$ cat src/hw/rsol_pkg.sv
/*
  shared constants and types of the robot status-output logic: register
  offsets, field positions, reset values, error-code ranges, host command
  and status-output carriers.
  assumes a 32-bit apb slave port and one 25 MHz clock.
*/
`default_nettype none

package rsol_pkg;

  // apb map, byte addresses
  localparam int ADDR_W = 12;
  localparam logic [11:0] OFF_CTRL = 12'h000;
  localparam logic [11:0] OFF_EVENT = 12'h004;
  localparam logic [11:0] OFF_ERRCODE = 12'h008;
  localparam logic [11:0] OFF_STATUS = 12'h00c;

  // control register fields
  localparam int CTRL_SEL_LSB = 0;
  localparam int CTRL_PENDANTLESS = 2;
  localparam int CTRL_W = 3;
  localparam logic [2:0] CTRL_RESET = 3'h0;

  // event register bits, each a one-cycle pulse on write
  localparam int EV_BOOT = 0;
  localparam int EV_PANEL_CLR = 1;
  localparam int EV_MOTOR_ON = 2;
  localparam int EV_MOTOR_OFF = 3;
  localparam int EV_CAL_OK = 4;
  localparam int EV_CAL_FAIL = 5;
  localparam int EV_PEND_EXT_ON = 6;
  localparam int EV_PEND_EXT_OFF = 7;
  localparam int EV_FAIL = 8;
  localparam int EV_WARN = 9;
  localparam int EV_PROG_RUN = 10;
  localparam int EV_PROG_IDLE = 11;
  localparam int EV_PANEL_STOP = 12;
  localparam int EV_W = 13;

  // error code register and power-fault ranges
  localparam int ERR_W = 16;
  localparam logic [15:0] ERR_RESET = 16'h0000;
  localparam logic [15:0] ERR_PF_A_LO = 16'h6071;
  localparam logic [15:0] ERR_PF_A_HI = 16'h607b;
  localparam logic [15:0] ERR_PF_B_LO = 16'h6671;
  localparam logic [15:0] ERR_PF_B_HI = 16'h667b;
  localparam logic [15:0] ERR_PF_C = 16'h607f;

  // status register layout
  localparam int ST_OUT_LSB = 0;
  localparam int ST_CMD_LSB = 8;
  localparam int ST_WARN = 18;
  localparam int ST_FAIL = 19;

  // mode selector position, written by firmware
  typedef enum logic [1:0] {
    RSOL_SEL_MANUAL,
    RSOL_SEL_TEACH,
    RSOL_SEL_AUTO
  } rsol_sel_t;

  // host command pins, level signals
  typedef struct packed {
    logic step_stop;
    logic instant_halt;
    logic auto_permit;
    logic halt;
    logic run_request;
    logic external_mode_request;
    logic calibrate_request;
    logic motor_power_request;
    logic clear_failure;
    logic prepare_start;
  } rsol_cmd_t;

  // status output pins, level signals
  typedef struct packed {
    logic in_operation;
    logic start_ack;
    logic teaching;
    logic external_mode;
    logic cal_complete;
    logic servo_on;
    logic auto_mode;
    logic power_on_complete;
  } rsol_out_t;

endpackage

`default_nettype wire

$ cat src/hw/rsol_sync.sv
/*
  two-flop level synchroniser, one chain per bit.
  assumes inputs are levels from outside the pclk domain.
*/
`default_nettype none

module rsol_sync #(
  parameter int W = 10
) (
  input wire logic pclk,
  input wire logic presetn,
  input wire logic [W-1:0] async_in,
  output logic [W-1:0] sync_out
);

  // one two-stage chain per bit; only stage two is seen outside
  for (genvar i = 0; i < W; i++) begin : g_bit
    logic meta_q;
    logic stab_q;
    always_ff @(posedge pclk or negedge presetn) begin
      if (!presetn) begin
        meta_q <= 1'b0;
        stab_q <= 1'b0;
      end else begin
        meta_q <= async_in[i];
        stab_q <= meta_q;
      end
    end
    assign sync_out[i] = stab_q;
  end

endmodule

`default_nettype wire

$ cat src/hw/rsol_top.sv
/*
  robot status-output logic: drives the level status pins toward the
  external sequencer from its command pins and from firmware events
  written over apb.
  assumes host pins are asynchronous levels, firmware reports panel,
  pendant, calibration, failure and program events through the event
  register, and a single 25 MHz pclk with active-low async reset.
*/
`default_nettype none

module rsol_top (
  input wire logic pclk,
  input wire logic presetn,
  // apb slave
  input wire logic psel,
  input wire logic penable,
  input wire logic pwrite,
  input wire logic [11:0] paddr,
  input wire logic [31:0] pwdata,
  output logic [31:0] prdata,
  output logic pready,
  output logic pslverr,
  // host command pins, asynchronous
  input wire rsol_pkg::rsol_cmd_t host_cmd,
  // status pins toward the host
  output rsol_pkg::rsol_out_t status_out
);

  // ------------------------------------------------------------------
  // host command synchronisation
  // ------------------------------------------------------------------

  rsol_pkg::rsol_cmd_t cmd; // synchronised host commands
  logic [$bits(rsol_pkg::rsol_cmd_t)-1:0] cmd_vec; // flat form

  // every host pin passes two flops before use
  rsol_sync #(
    .W($bits(rsol_pkg::rsol_cmd_t))
  ) u_sync (
    .pclk(pclk),
    .presetn(presetn),
    .async_in(host_cmd),
    .sync_out(cmd_vec)
  );

  assign cmd = rsol_pkg::rsol_cmd_t'(cmd_vec);

  // ------------------------------------------------------------------
  // apb slave
  // ------------------------------------------------------------------

  logic pready_q; // access phase answered
  logic pslverr_q; // error answer for unmapped address
  logic [31:0] prdata_q; // read data
  logic [2:0] ctrl_q; // selector and pendantless
  logic [15:0] err_q; // error code of current failure
  logic [12:0] evt_q; // event pulses, one cycle
  logic [12:0] evt_d;
  logic [31:0] status_word; // read view of block state

  // address decode
  wire hit_ctrl = (paddr == rsol_pkg::OFF_CTRL);
  wire hit_evt = (paddr == rsol_pkg::OFF_EVENT);
  wire hit_err = (paddr == rsol_pkg::OFF_ERRCODE);
  wire hit_st = (paddr == rsol_pkg::OFF_STATUS);
  wire hit_any = hit_ctrl | hit_evt | hit_err | hit_st;

  // the access phase takes two cycles; this edge completes it
  wire acc_start = psel & penable & ~pready_q;
  wire acc_done = psel & penable & pready_q;
  wire wr_done = acc_done & pwrite & hit_any;

  // read mux
  wire [31:0] rd_mux =
    hit_ctrl ? {29'h0, ctrl_q} :
    hit_err ? {16'h0, err_q} :
    hit_st ? status_word : 32'h0;

  // event pulses exist only in the cycle after the write
  assign evt_d = (wr_done & hit_evt) ? pwdata[rsol_pkg::EV_W-1:0] : 13'h0;

  // handshake flops: pready after one access cycle
  always_ff @(posedge pclk or negedge presetn) begin
    if (!presetn) begin
      pready_q <= 1'b0;
      pslverr_q <= 1'b0;
      prdata_q <= 32'h0;
    end else begin
      pready_q <= acc_start;
      pslverr_q <= acc_start & ~hit_any;
      prdata_q <= (acc_start & ~pwrite) ? rd_mux : 32'h0;
    end
  end

  // software registers; writes land at the completing edge
  always_ff @(posedge pclk or negedge presetn) begin
    if (!presetn) begin
      ctrl_q <= rsol_pkg::CTRL_RESET;
      err_q <= rsol_pkg::ERR_RESET;
      evt_q <= 13'h0;
    end else begin
      if (wr_done & hit_ctrl) begin
        ctrl_q <= pwdata[rsol_pkg::CTRL_W-1:0];
      end
      if (wr_done & hit_err) begin
        err_q <= pwdata[rsol_pkg::ERR_W-1:0];
      end
      evt_q <= evt_d;
    end
  end

  assign prdata = prdata_q;
  assign pready = pready_q;
  assign pslverr = pslverr_q;

  // ------------------------------------------------------------------
  // decoded firmware state and events
  // ------------------------------------------------------------------

  rsol_pkg::rsol_sel_t sel; // selector position
  assign sel = rsol_pkg::rsol_sel_t'(ctrl_q[rsol_pkg::CTRL_SEL_LSB +: 2]);
  wire pendantless = ctrl_q[rsol_pkg::CTRL_PENDANTLESS];
  wire sel_auto = (sel == rsol_pkg::RSOL_SEL_AUTO);
  wire sel_manual = ~sel_auto; // manual, teach check or unused code

  wire ev_boot = evt_q[rsol_pkg::EV_BOOT];
  wire ev_panel_clr = evt_q[rsol_pkg::EV_PANEL_CLR];
  wire ev_motor_on = evt_q[rsol_pkg::EV_MOTOR_ON];
  wire ev_motor_off = evt_q[rsol_pkg::EV_MOTOR_OFF];
  wire ev_cal_ok = evt_q[rsol_pkg::EV_CAL_OK];
  wire ev_cal_fail = evt_q[rsol_pkg::EV_CAL_FAIL];
  wire ev_pend_on = evt_q[rsol_pkg::EV_PEND_EXT_ON];
  wire ev_pend_off = evt_q[rsol_pkg::EV_PEND_EXT_OFF];
  wire ev_fail = evt_q[rsol_pkg::EV_FAIL];
  wire ev_warn = evt_q[rsol_pkg::EV_WARN];
  wire ev_prog_run = evt_q[rsol_pkg::EV_PROG_RUN];
  wire ev_prog_idle = evt_q[rsol_pkg::EV_PROG_IDLE];
  wire ev_panel_stop = evt_q[rsol_pkg::EV_PANEL_STOP];

  // host combinations that act only together with prepare-start
  wire host_clear = cmd.clear_failure & cmd.prepare_start;
  wire host_motor = cmd.motor_power_request & cmd.prepare_start;
  wire host_ext = cmd.external_mode_request & cmd.prepare_start;

  // auto is permitted by the pin, or always without a pendant
  wire permit_ok = cmd.auto_permit | pendantless;

  // stop-everything: halt pin, all-task stops, panel stop buttons
  wire stop_all = cmd.halt | cmd.instant_halt | cmd.step_stop | ev_panel_stop;

  // error code lies in one of the power-fault ranges
  wire pf_code =
    ((err_q >= rsol_pkg::ERR_PF_A_LO) & (err_q <= rsol_pkg::ERR_PF_A_HI)) |
    ((err_q >= rsol_pkg::ERR_PF_B_LO) & (err_q <= rsol_pkg::ERR_PF_B_HI)) |
    (err_q == rsol_pkg::ERR_PF_C);

  // ------------------------------------------------------------------
  // failure and warning flags
  // ------------------------------------------------------------------

  logic fail_q; // failure state
  logic fail_d;
  logic warn_q; // warning state
  logic warn_d;
  logic fault_q; // failure or warning, one cycle late
  wire fault_now = fail_q | warn_q;

  // a new failure in the clearing cycle survives: set wins
  assign fail_d = ev_fail | (fail_q & ~(host_clear | ev_panel_clr));
  assign warn_d = ev_warn | (warn_q & ~(host_clear | ev_panel_clr));

  // fault flags
  always_ff @(posedge pclk or negedge presetn) begin
    if (!presetn) begin
      fail_q <= 1'b0;
      warn_q <= 1'b0;
      fault_q <= 1'b0;
    end else begin
      fail_q <= fail_d;
      warn_q <= warn_d;
      fault_q <= fault_now;
    end
  end

  // fault just cleared by panel key or host command
  wire fault_cleared = fault_q & ~fault_now;

  // ------------------------------------------------------------------
  // status outputs
  // ------------------------------------------------------------------

  rsol_pkg::rsol_out_t out_q; // registered pins
  rsol_pkg::rsol_out_t out_d;

  // next state of every status pin
  always_comb begin
    out_d = out_q;

    // power-on-complete
    if (fault_now) begin
      out_d.power_on_complete = 1'b0;
    end else if (ev_boot | fault_cleared) begin
      out_d.power_on_complete = 1'b1;
    end

    // auto mode follows selector and permit; stops do not touch it
    out_d.auto_mode = sel_auto & permit_ok;

    // servo on
    if (ev_motor_off | cmd.halt) begin
      out_d.servo_on = 1'b0;
    end else if (fail_q & ~(pf_code & ~out_q.external_mode)) begin
      out_d.servo_on = 1'b0;
    end else if (ev_motor_on | host_motor) begin
      out_d.servo_on = 1'b1;
    end

    // calibration complete
    if (ev_cal_fail) begin
      out_d.cal_complete = 1'b0;
    end else if (ev_cal_ok) begin
      out_d.cal_complete = 1'b1;
    end

    // external mode; step stop is deliberately absent here
    if (sel_manual | cmd.halt | fail_q | ~cmd.auto_permit | ev_pend_off) begin
      out_d.external_mode = 1'b0;
    end else if (host_ext | ev_pend_on) begin
      out_d.external_mode = 1'b1;
    end

    // teaching
    if (sel_manual) begin
      out_d.teaching = 1'b1;
    end else if (cmd.auto_permit) begin
      out_d.teaching = 1'b0;
    end

    // program-start acknowledge, four-phase with run request
    if (~cmd.run_request) begin
      out_d.start_ack = 1'b0;
    end else if (ev_prog_run) begin
      out_d.start_ack = 1'b1;
    end

    // in-operation holds through waits until stopped or idle
    if (stop_all | ev_prog_idle) begin
      out_d.in_operation = 1'b0;
    end else if (ev_prog_run) begin
      out_d.in_operation = 1'b1;
    end
  end

  // status pin flops
  always_ff @(posedge pclk or negedge presetn) begin
    if (!presetn) begin
      out_q <= '0;
    end else begin
      out_q <= out_d;
    end
  end

  assign status_out = out_q;

  // read view: pins, synchronised commands, fault flags
  assign status_word = {12'h0, fail_q, warn_q, cmd_vec, out_q};

endmodule

`default_nettype wire

$ cat config.mk
export PLATFORM = sky130hd
export DESIGN_NAME = rsol_top
export DESIGN_NICKNAME = d
export VERILOG_FILES = /design/src/hw/rsol_pkg.sv /design/src/hw/rsol_sync.sv /design/src/hw/rsol_top.sv
export SDC_FILE = /design/constraint.sdc
export NUM_CORES = 1
export LEC_CHECK = 0
export CORE_ASPECT_RATIO = 0.6
export CORE_MARGIN = 2
export CORE_UTILIZATION = 57
export DETAILED_ROUTE_END_ITERATION = 10
export DONT_BUFFER_PORTS = 1
export GPL_ROUTABILITY_DRIVEN = 0
export PLACE_DENSITY_LB_ADDON = 0.05
export SLEW_MARGIN = 20
export SYNTH_ARGS = -nofsm -noshare
export SYNTH_HDL_FRONTEND = slang
export SYNTH_HIERARCHICAL = 1
export SYNTH_SLANG_ARGS = --single-unit
$ cat constraint.sdc
create_clock -name pclk -period 5.41 [get_ports pclk]
set_clock_uncertainty 0.1 [all_clocks]
set_input_delay 0.2705 -clock pclk [delete_from_list [all_inputs] [get_ports pclk]]
set_output_delay 0.2705 -clock pclk [all_outputs]
set_load 0.005 [all_outputs]
==> key figures <==
CTS
  – CTS Root Cell: clkbuf_8
  – H-tree Lvls: 3
  – CTS tree: done
  – Setup Buffers After CTS: 0
  – Num CTS Buffers: 9
  – CTS clock-pin slew for the worst setup and hold paths: 90 ps
  – Clk Latency, worst-skew pair: 350 ps
  – CTS Buffer Depth: 2
  – Clk sinks: 85

Final layout
  – Post-layout util: 67.56%
  – Final std cells w/o fill: 352
  – Area growth, synth to finish: 14.12%
  – Register area: 2127 sq um
  – Multi-input logic area: 1021 sq um
  – N_diodes: 0
  – Nets@finish: 326
  – Fraction of layout cells with a size suffix above 1: 19.85%
  – Fill count: 417

Global route
  – GRT Total Usage: 20.79%
  – Overflow after GRT: 0
  – Vias in the first global route: 1793
  – First-pass GRT wire length: 9646 um
  – Initial antenna violation count: 0
  – Largest net degree at the start of global routing: 86

Synth
  – Seq/Total Area, Yosys: 64.20%
  – Post-synth EDFFs: 0
  – Main synth FF type: dfrtp_1
  – Area contributors post-synth: dfrtp_1, buf_4, mux2i_1
  – Post-Syn Area: 3313 sq um
  – Cell taking the most area after synthesis: dfrtp_1
  – Post-Syn Area per Cell: 13.80 sq um
  – Async SR Flop Fraction: 100.0%
  – Register bit total from synthesis: 85
  – Mapped Cells: 240
  – Synth warn: 6
  – Top-area cell type share of the netlist area: 64.20%
  – Count of different cell masters after synthesis: 39

Power
  – Maximum vdd drop: 0.0001554 V
  – Pleak: 1.803 nW
  – Pwr/cell area: 293.5 nW/um^2

Setup path
  – CP max stage delay: 950 ps
  – Critical path class: input pin to flip-flop
  – R2R setup slack: 3100 ps
  – Crit end category: flip-flop
  – Worst flop-to-flop path startpoint: pready
  – CP max-delay cell: nor3b_4
  – Worst Reg2Reg Path Length in Cells: 3
  – RR Endpoint: err_q[1]
  – Worst EP required: 5550 ps
  – CP startpoint kind: input pin
  – Worst path cell trace: or4_4, nor4_2, nor3b_4, mux2_2
  – CP Max Fanout: 16
  – Arr. time, crit path: 2480 ps

Floorplanning
  – Row count: 21
  – Die Wd: 102.4 um
  – Initial Util: 59.20%
  – I/O pins: 101
  – Core Footprint: 5597 sq um
  – Die Ht: 63.06 um
  – Die ar.: 6458 sq um

Drt
  – Final wirelength: 6144 um
  – ANT nets after route: 0
  – Initial DRC count: 150
  – DRC: 0
  – Drt wl/cell: 17.45 um
  – TritonRoute pass-1 iters: 4
  – DR vias: 1824
  – Avg Vias per Cell: 5.182

STA
  – Total negative slack: 0 ps
  – Final worst path period share: 43.20%
  – Final Max Tran Viols: 0
  – Setup Viol. Count Final: 0
  – Worst-Margin Slew: 1093 ps
  – Min Hold Slack: 12.49 ps
  – Hold Vio Cnt, Final: 0
  – Fmax: 427.9 MHz
  – Relative slew slack: 27.07%
  – Unrepaired setup endpoints after global routing: no
  – Tmin final: 2337 ps

Job
  – Total of max-cap violations: 0

Worst hold path
  – WHS Endpoint: prdata[15]
  – Worst min-delay path class: input pin to flip-flop
  – Hold Crit Depth: 2
  – Hold path start: paddr[2]

Place
  – Port bufs: 0
  – Placed cells: 304
  – Detailed Place HPWL: 4110 um

Outcome
  – Outcome: complete, no violations
synthesized netlist by cell type, drive strengths merged (3+ instances only):
cell / instances
dfrtp: 85
nor2: 29
buf: 26
mux2: 19
and2: 18
mux2i: 16
a21oi: 5
nor4: 5
a21o: 3
inv: 3
nand2: 3
nor3: 3
or2: 3
or4: 3
report_power, final:
part | internal, W | total, W | switching, W
logic | 0.0000239 | 0.0000499 | 0.0000260
clock network | 0.000182 | 0.000411 | 0.000228
registers | 0.000643 | 0.000649 | 0.00000574
total | 0.000850 | 0.00111 | 0.000260
logic make-up after synthesis:
| family | after synthesis | share of synthesized area [%] |
|---|---|---|
| AO/OA/AOI/OAI | 15 | 3.059 |
| XOR/XNOR | 1 | 0.2644 |
| buffers and inverters | 30 | 6.495 |
| flip-flops | 85 | 64.20 |
| multiplexers | 35 | 12.42 |
| other | 1 | 0.1132 |
| AND/OR/NAND/NOR | 73 | 13.44 |
registers in the layout (all words and copies together), names as in the netlist:
name	count
status_out	8
warn_q	1
err_q	16
evt_q	13
ctrl_q	3
prdata	20
pslverr	1
fault_q	1
u_sync/g_bit.meta_q	10
fail_q	1
pready	1
u_sync/g_bit.stab_q	10
per-layer routing:
layer	vias up	part of all wire, %	GRT usage [%]
met5	-	0	0
met4	0	1.7	7.500
met3	11	7.6	8.213
met2	63	43	28.59
met1	917	48	29.95
li1	833	-	-
through the flow:
stage | total power (W) | setup slack (ps) | instance area, sq um
after global placement | 0.0006759 | 2738 | 3251
after floorplan | 0.0006867 | 3262 | 3354
after global routing | 0.001155 | 2977 | 3781
after CTS | 0.001118 | 3070 | 3772
after detailed placement | 0.0006766 | 2688 | 3251
final | 0.001110 | 3073 | 3781
repair_timing:
action	4_1_cts	5_1_grt
endpoints found under the setup margin	0	0
hold endpoints to repair	135	0
hold buffers	32	0
gates resized for setup	0	0
cells in the final DEF (no fill, tap or decap), types with 2 or more instances in the layout:
cell type and n:
inv_6 2, or3_1 2, mux2_2 9, or2_2 2, conb_1 12, dfrtp_1 85
nor4_1 3, a21oi_1 5, or4_4 2, a211oi_1 2, mux2_4 10, nor3_1 3
a21o_1 3, nor2_1 19, and2_1 18, inv_1 3, dlygate4sd3_1 31, nor2_2 10
clkbuf_8 10, nand2_1 3, mux2i_1 16, nand2b_1 2, clkinvlp_4 2
critical path, delay by kind of cell:
kind	cells	cell delay, ps
AND/OR/NAND/NOR	3	1770
multiplexers	1	430
how the worst max path moves through the flow:
stage / endpoint / depth (start not counted) / slack, ps / startpoint
2_1_floorplan: err_q[10] / 5 / 3260 / paddr[9]
3_3_place_gp: err_q[4] / 4 / 2740 / paddr[9]
3_5_place_dp: err_q[1] / 4 / 2690 / paddr[9]
4_1_cts: err_q[1] / 4 / 3070 / paddr[9]
5_1_grt: err_q[1] / 3 / 2980 / pready
6_report: err_q[1] / 4 / 3070 / paddr[9]
cell type report:
class / count / share of cell area (%)
well taps: 80 / 2.647
clock inverters: 6 / 1.224
inverters: 3 / 0.2978
clock buffers: 10 / 3.640
multi-input cells: 136 / 27.00
flip-flops and latches: 85 / 56.25
repair buffers: 32 / 8.934
Power figures use the tool's default switching activity.
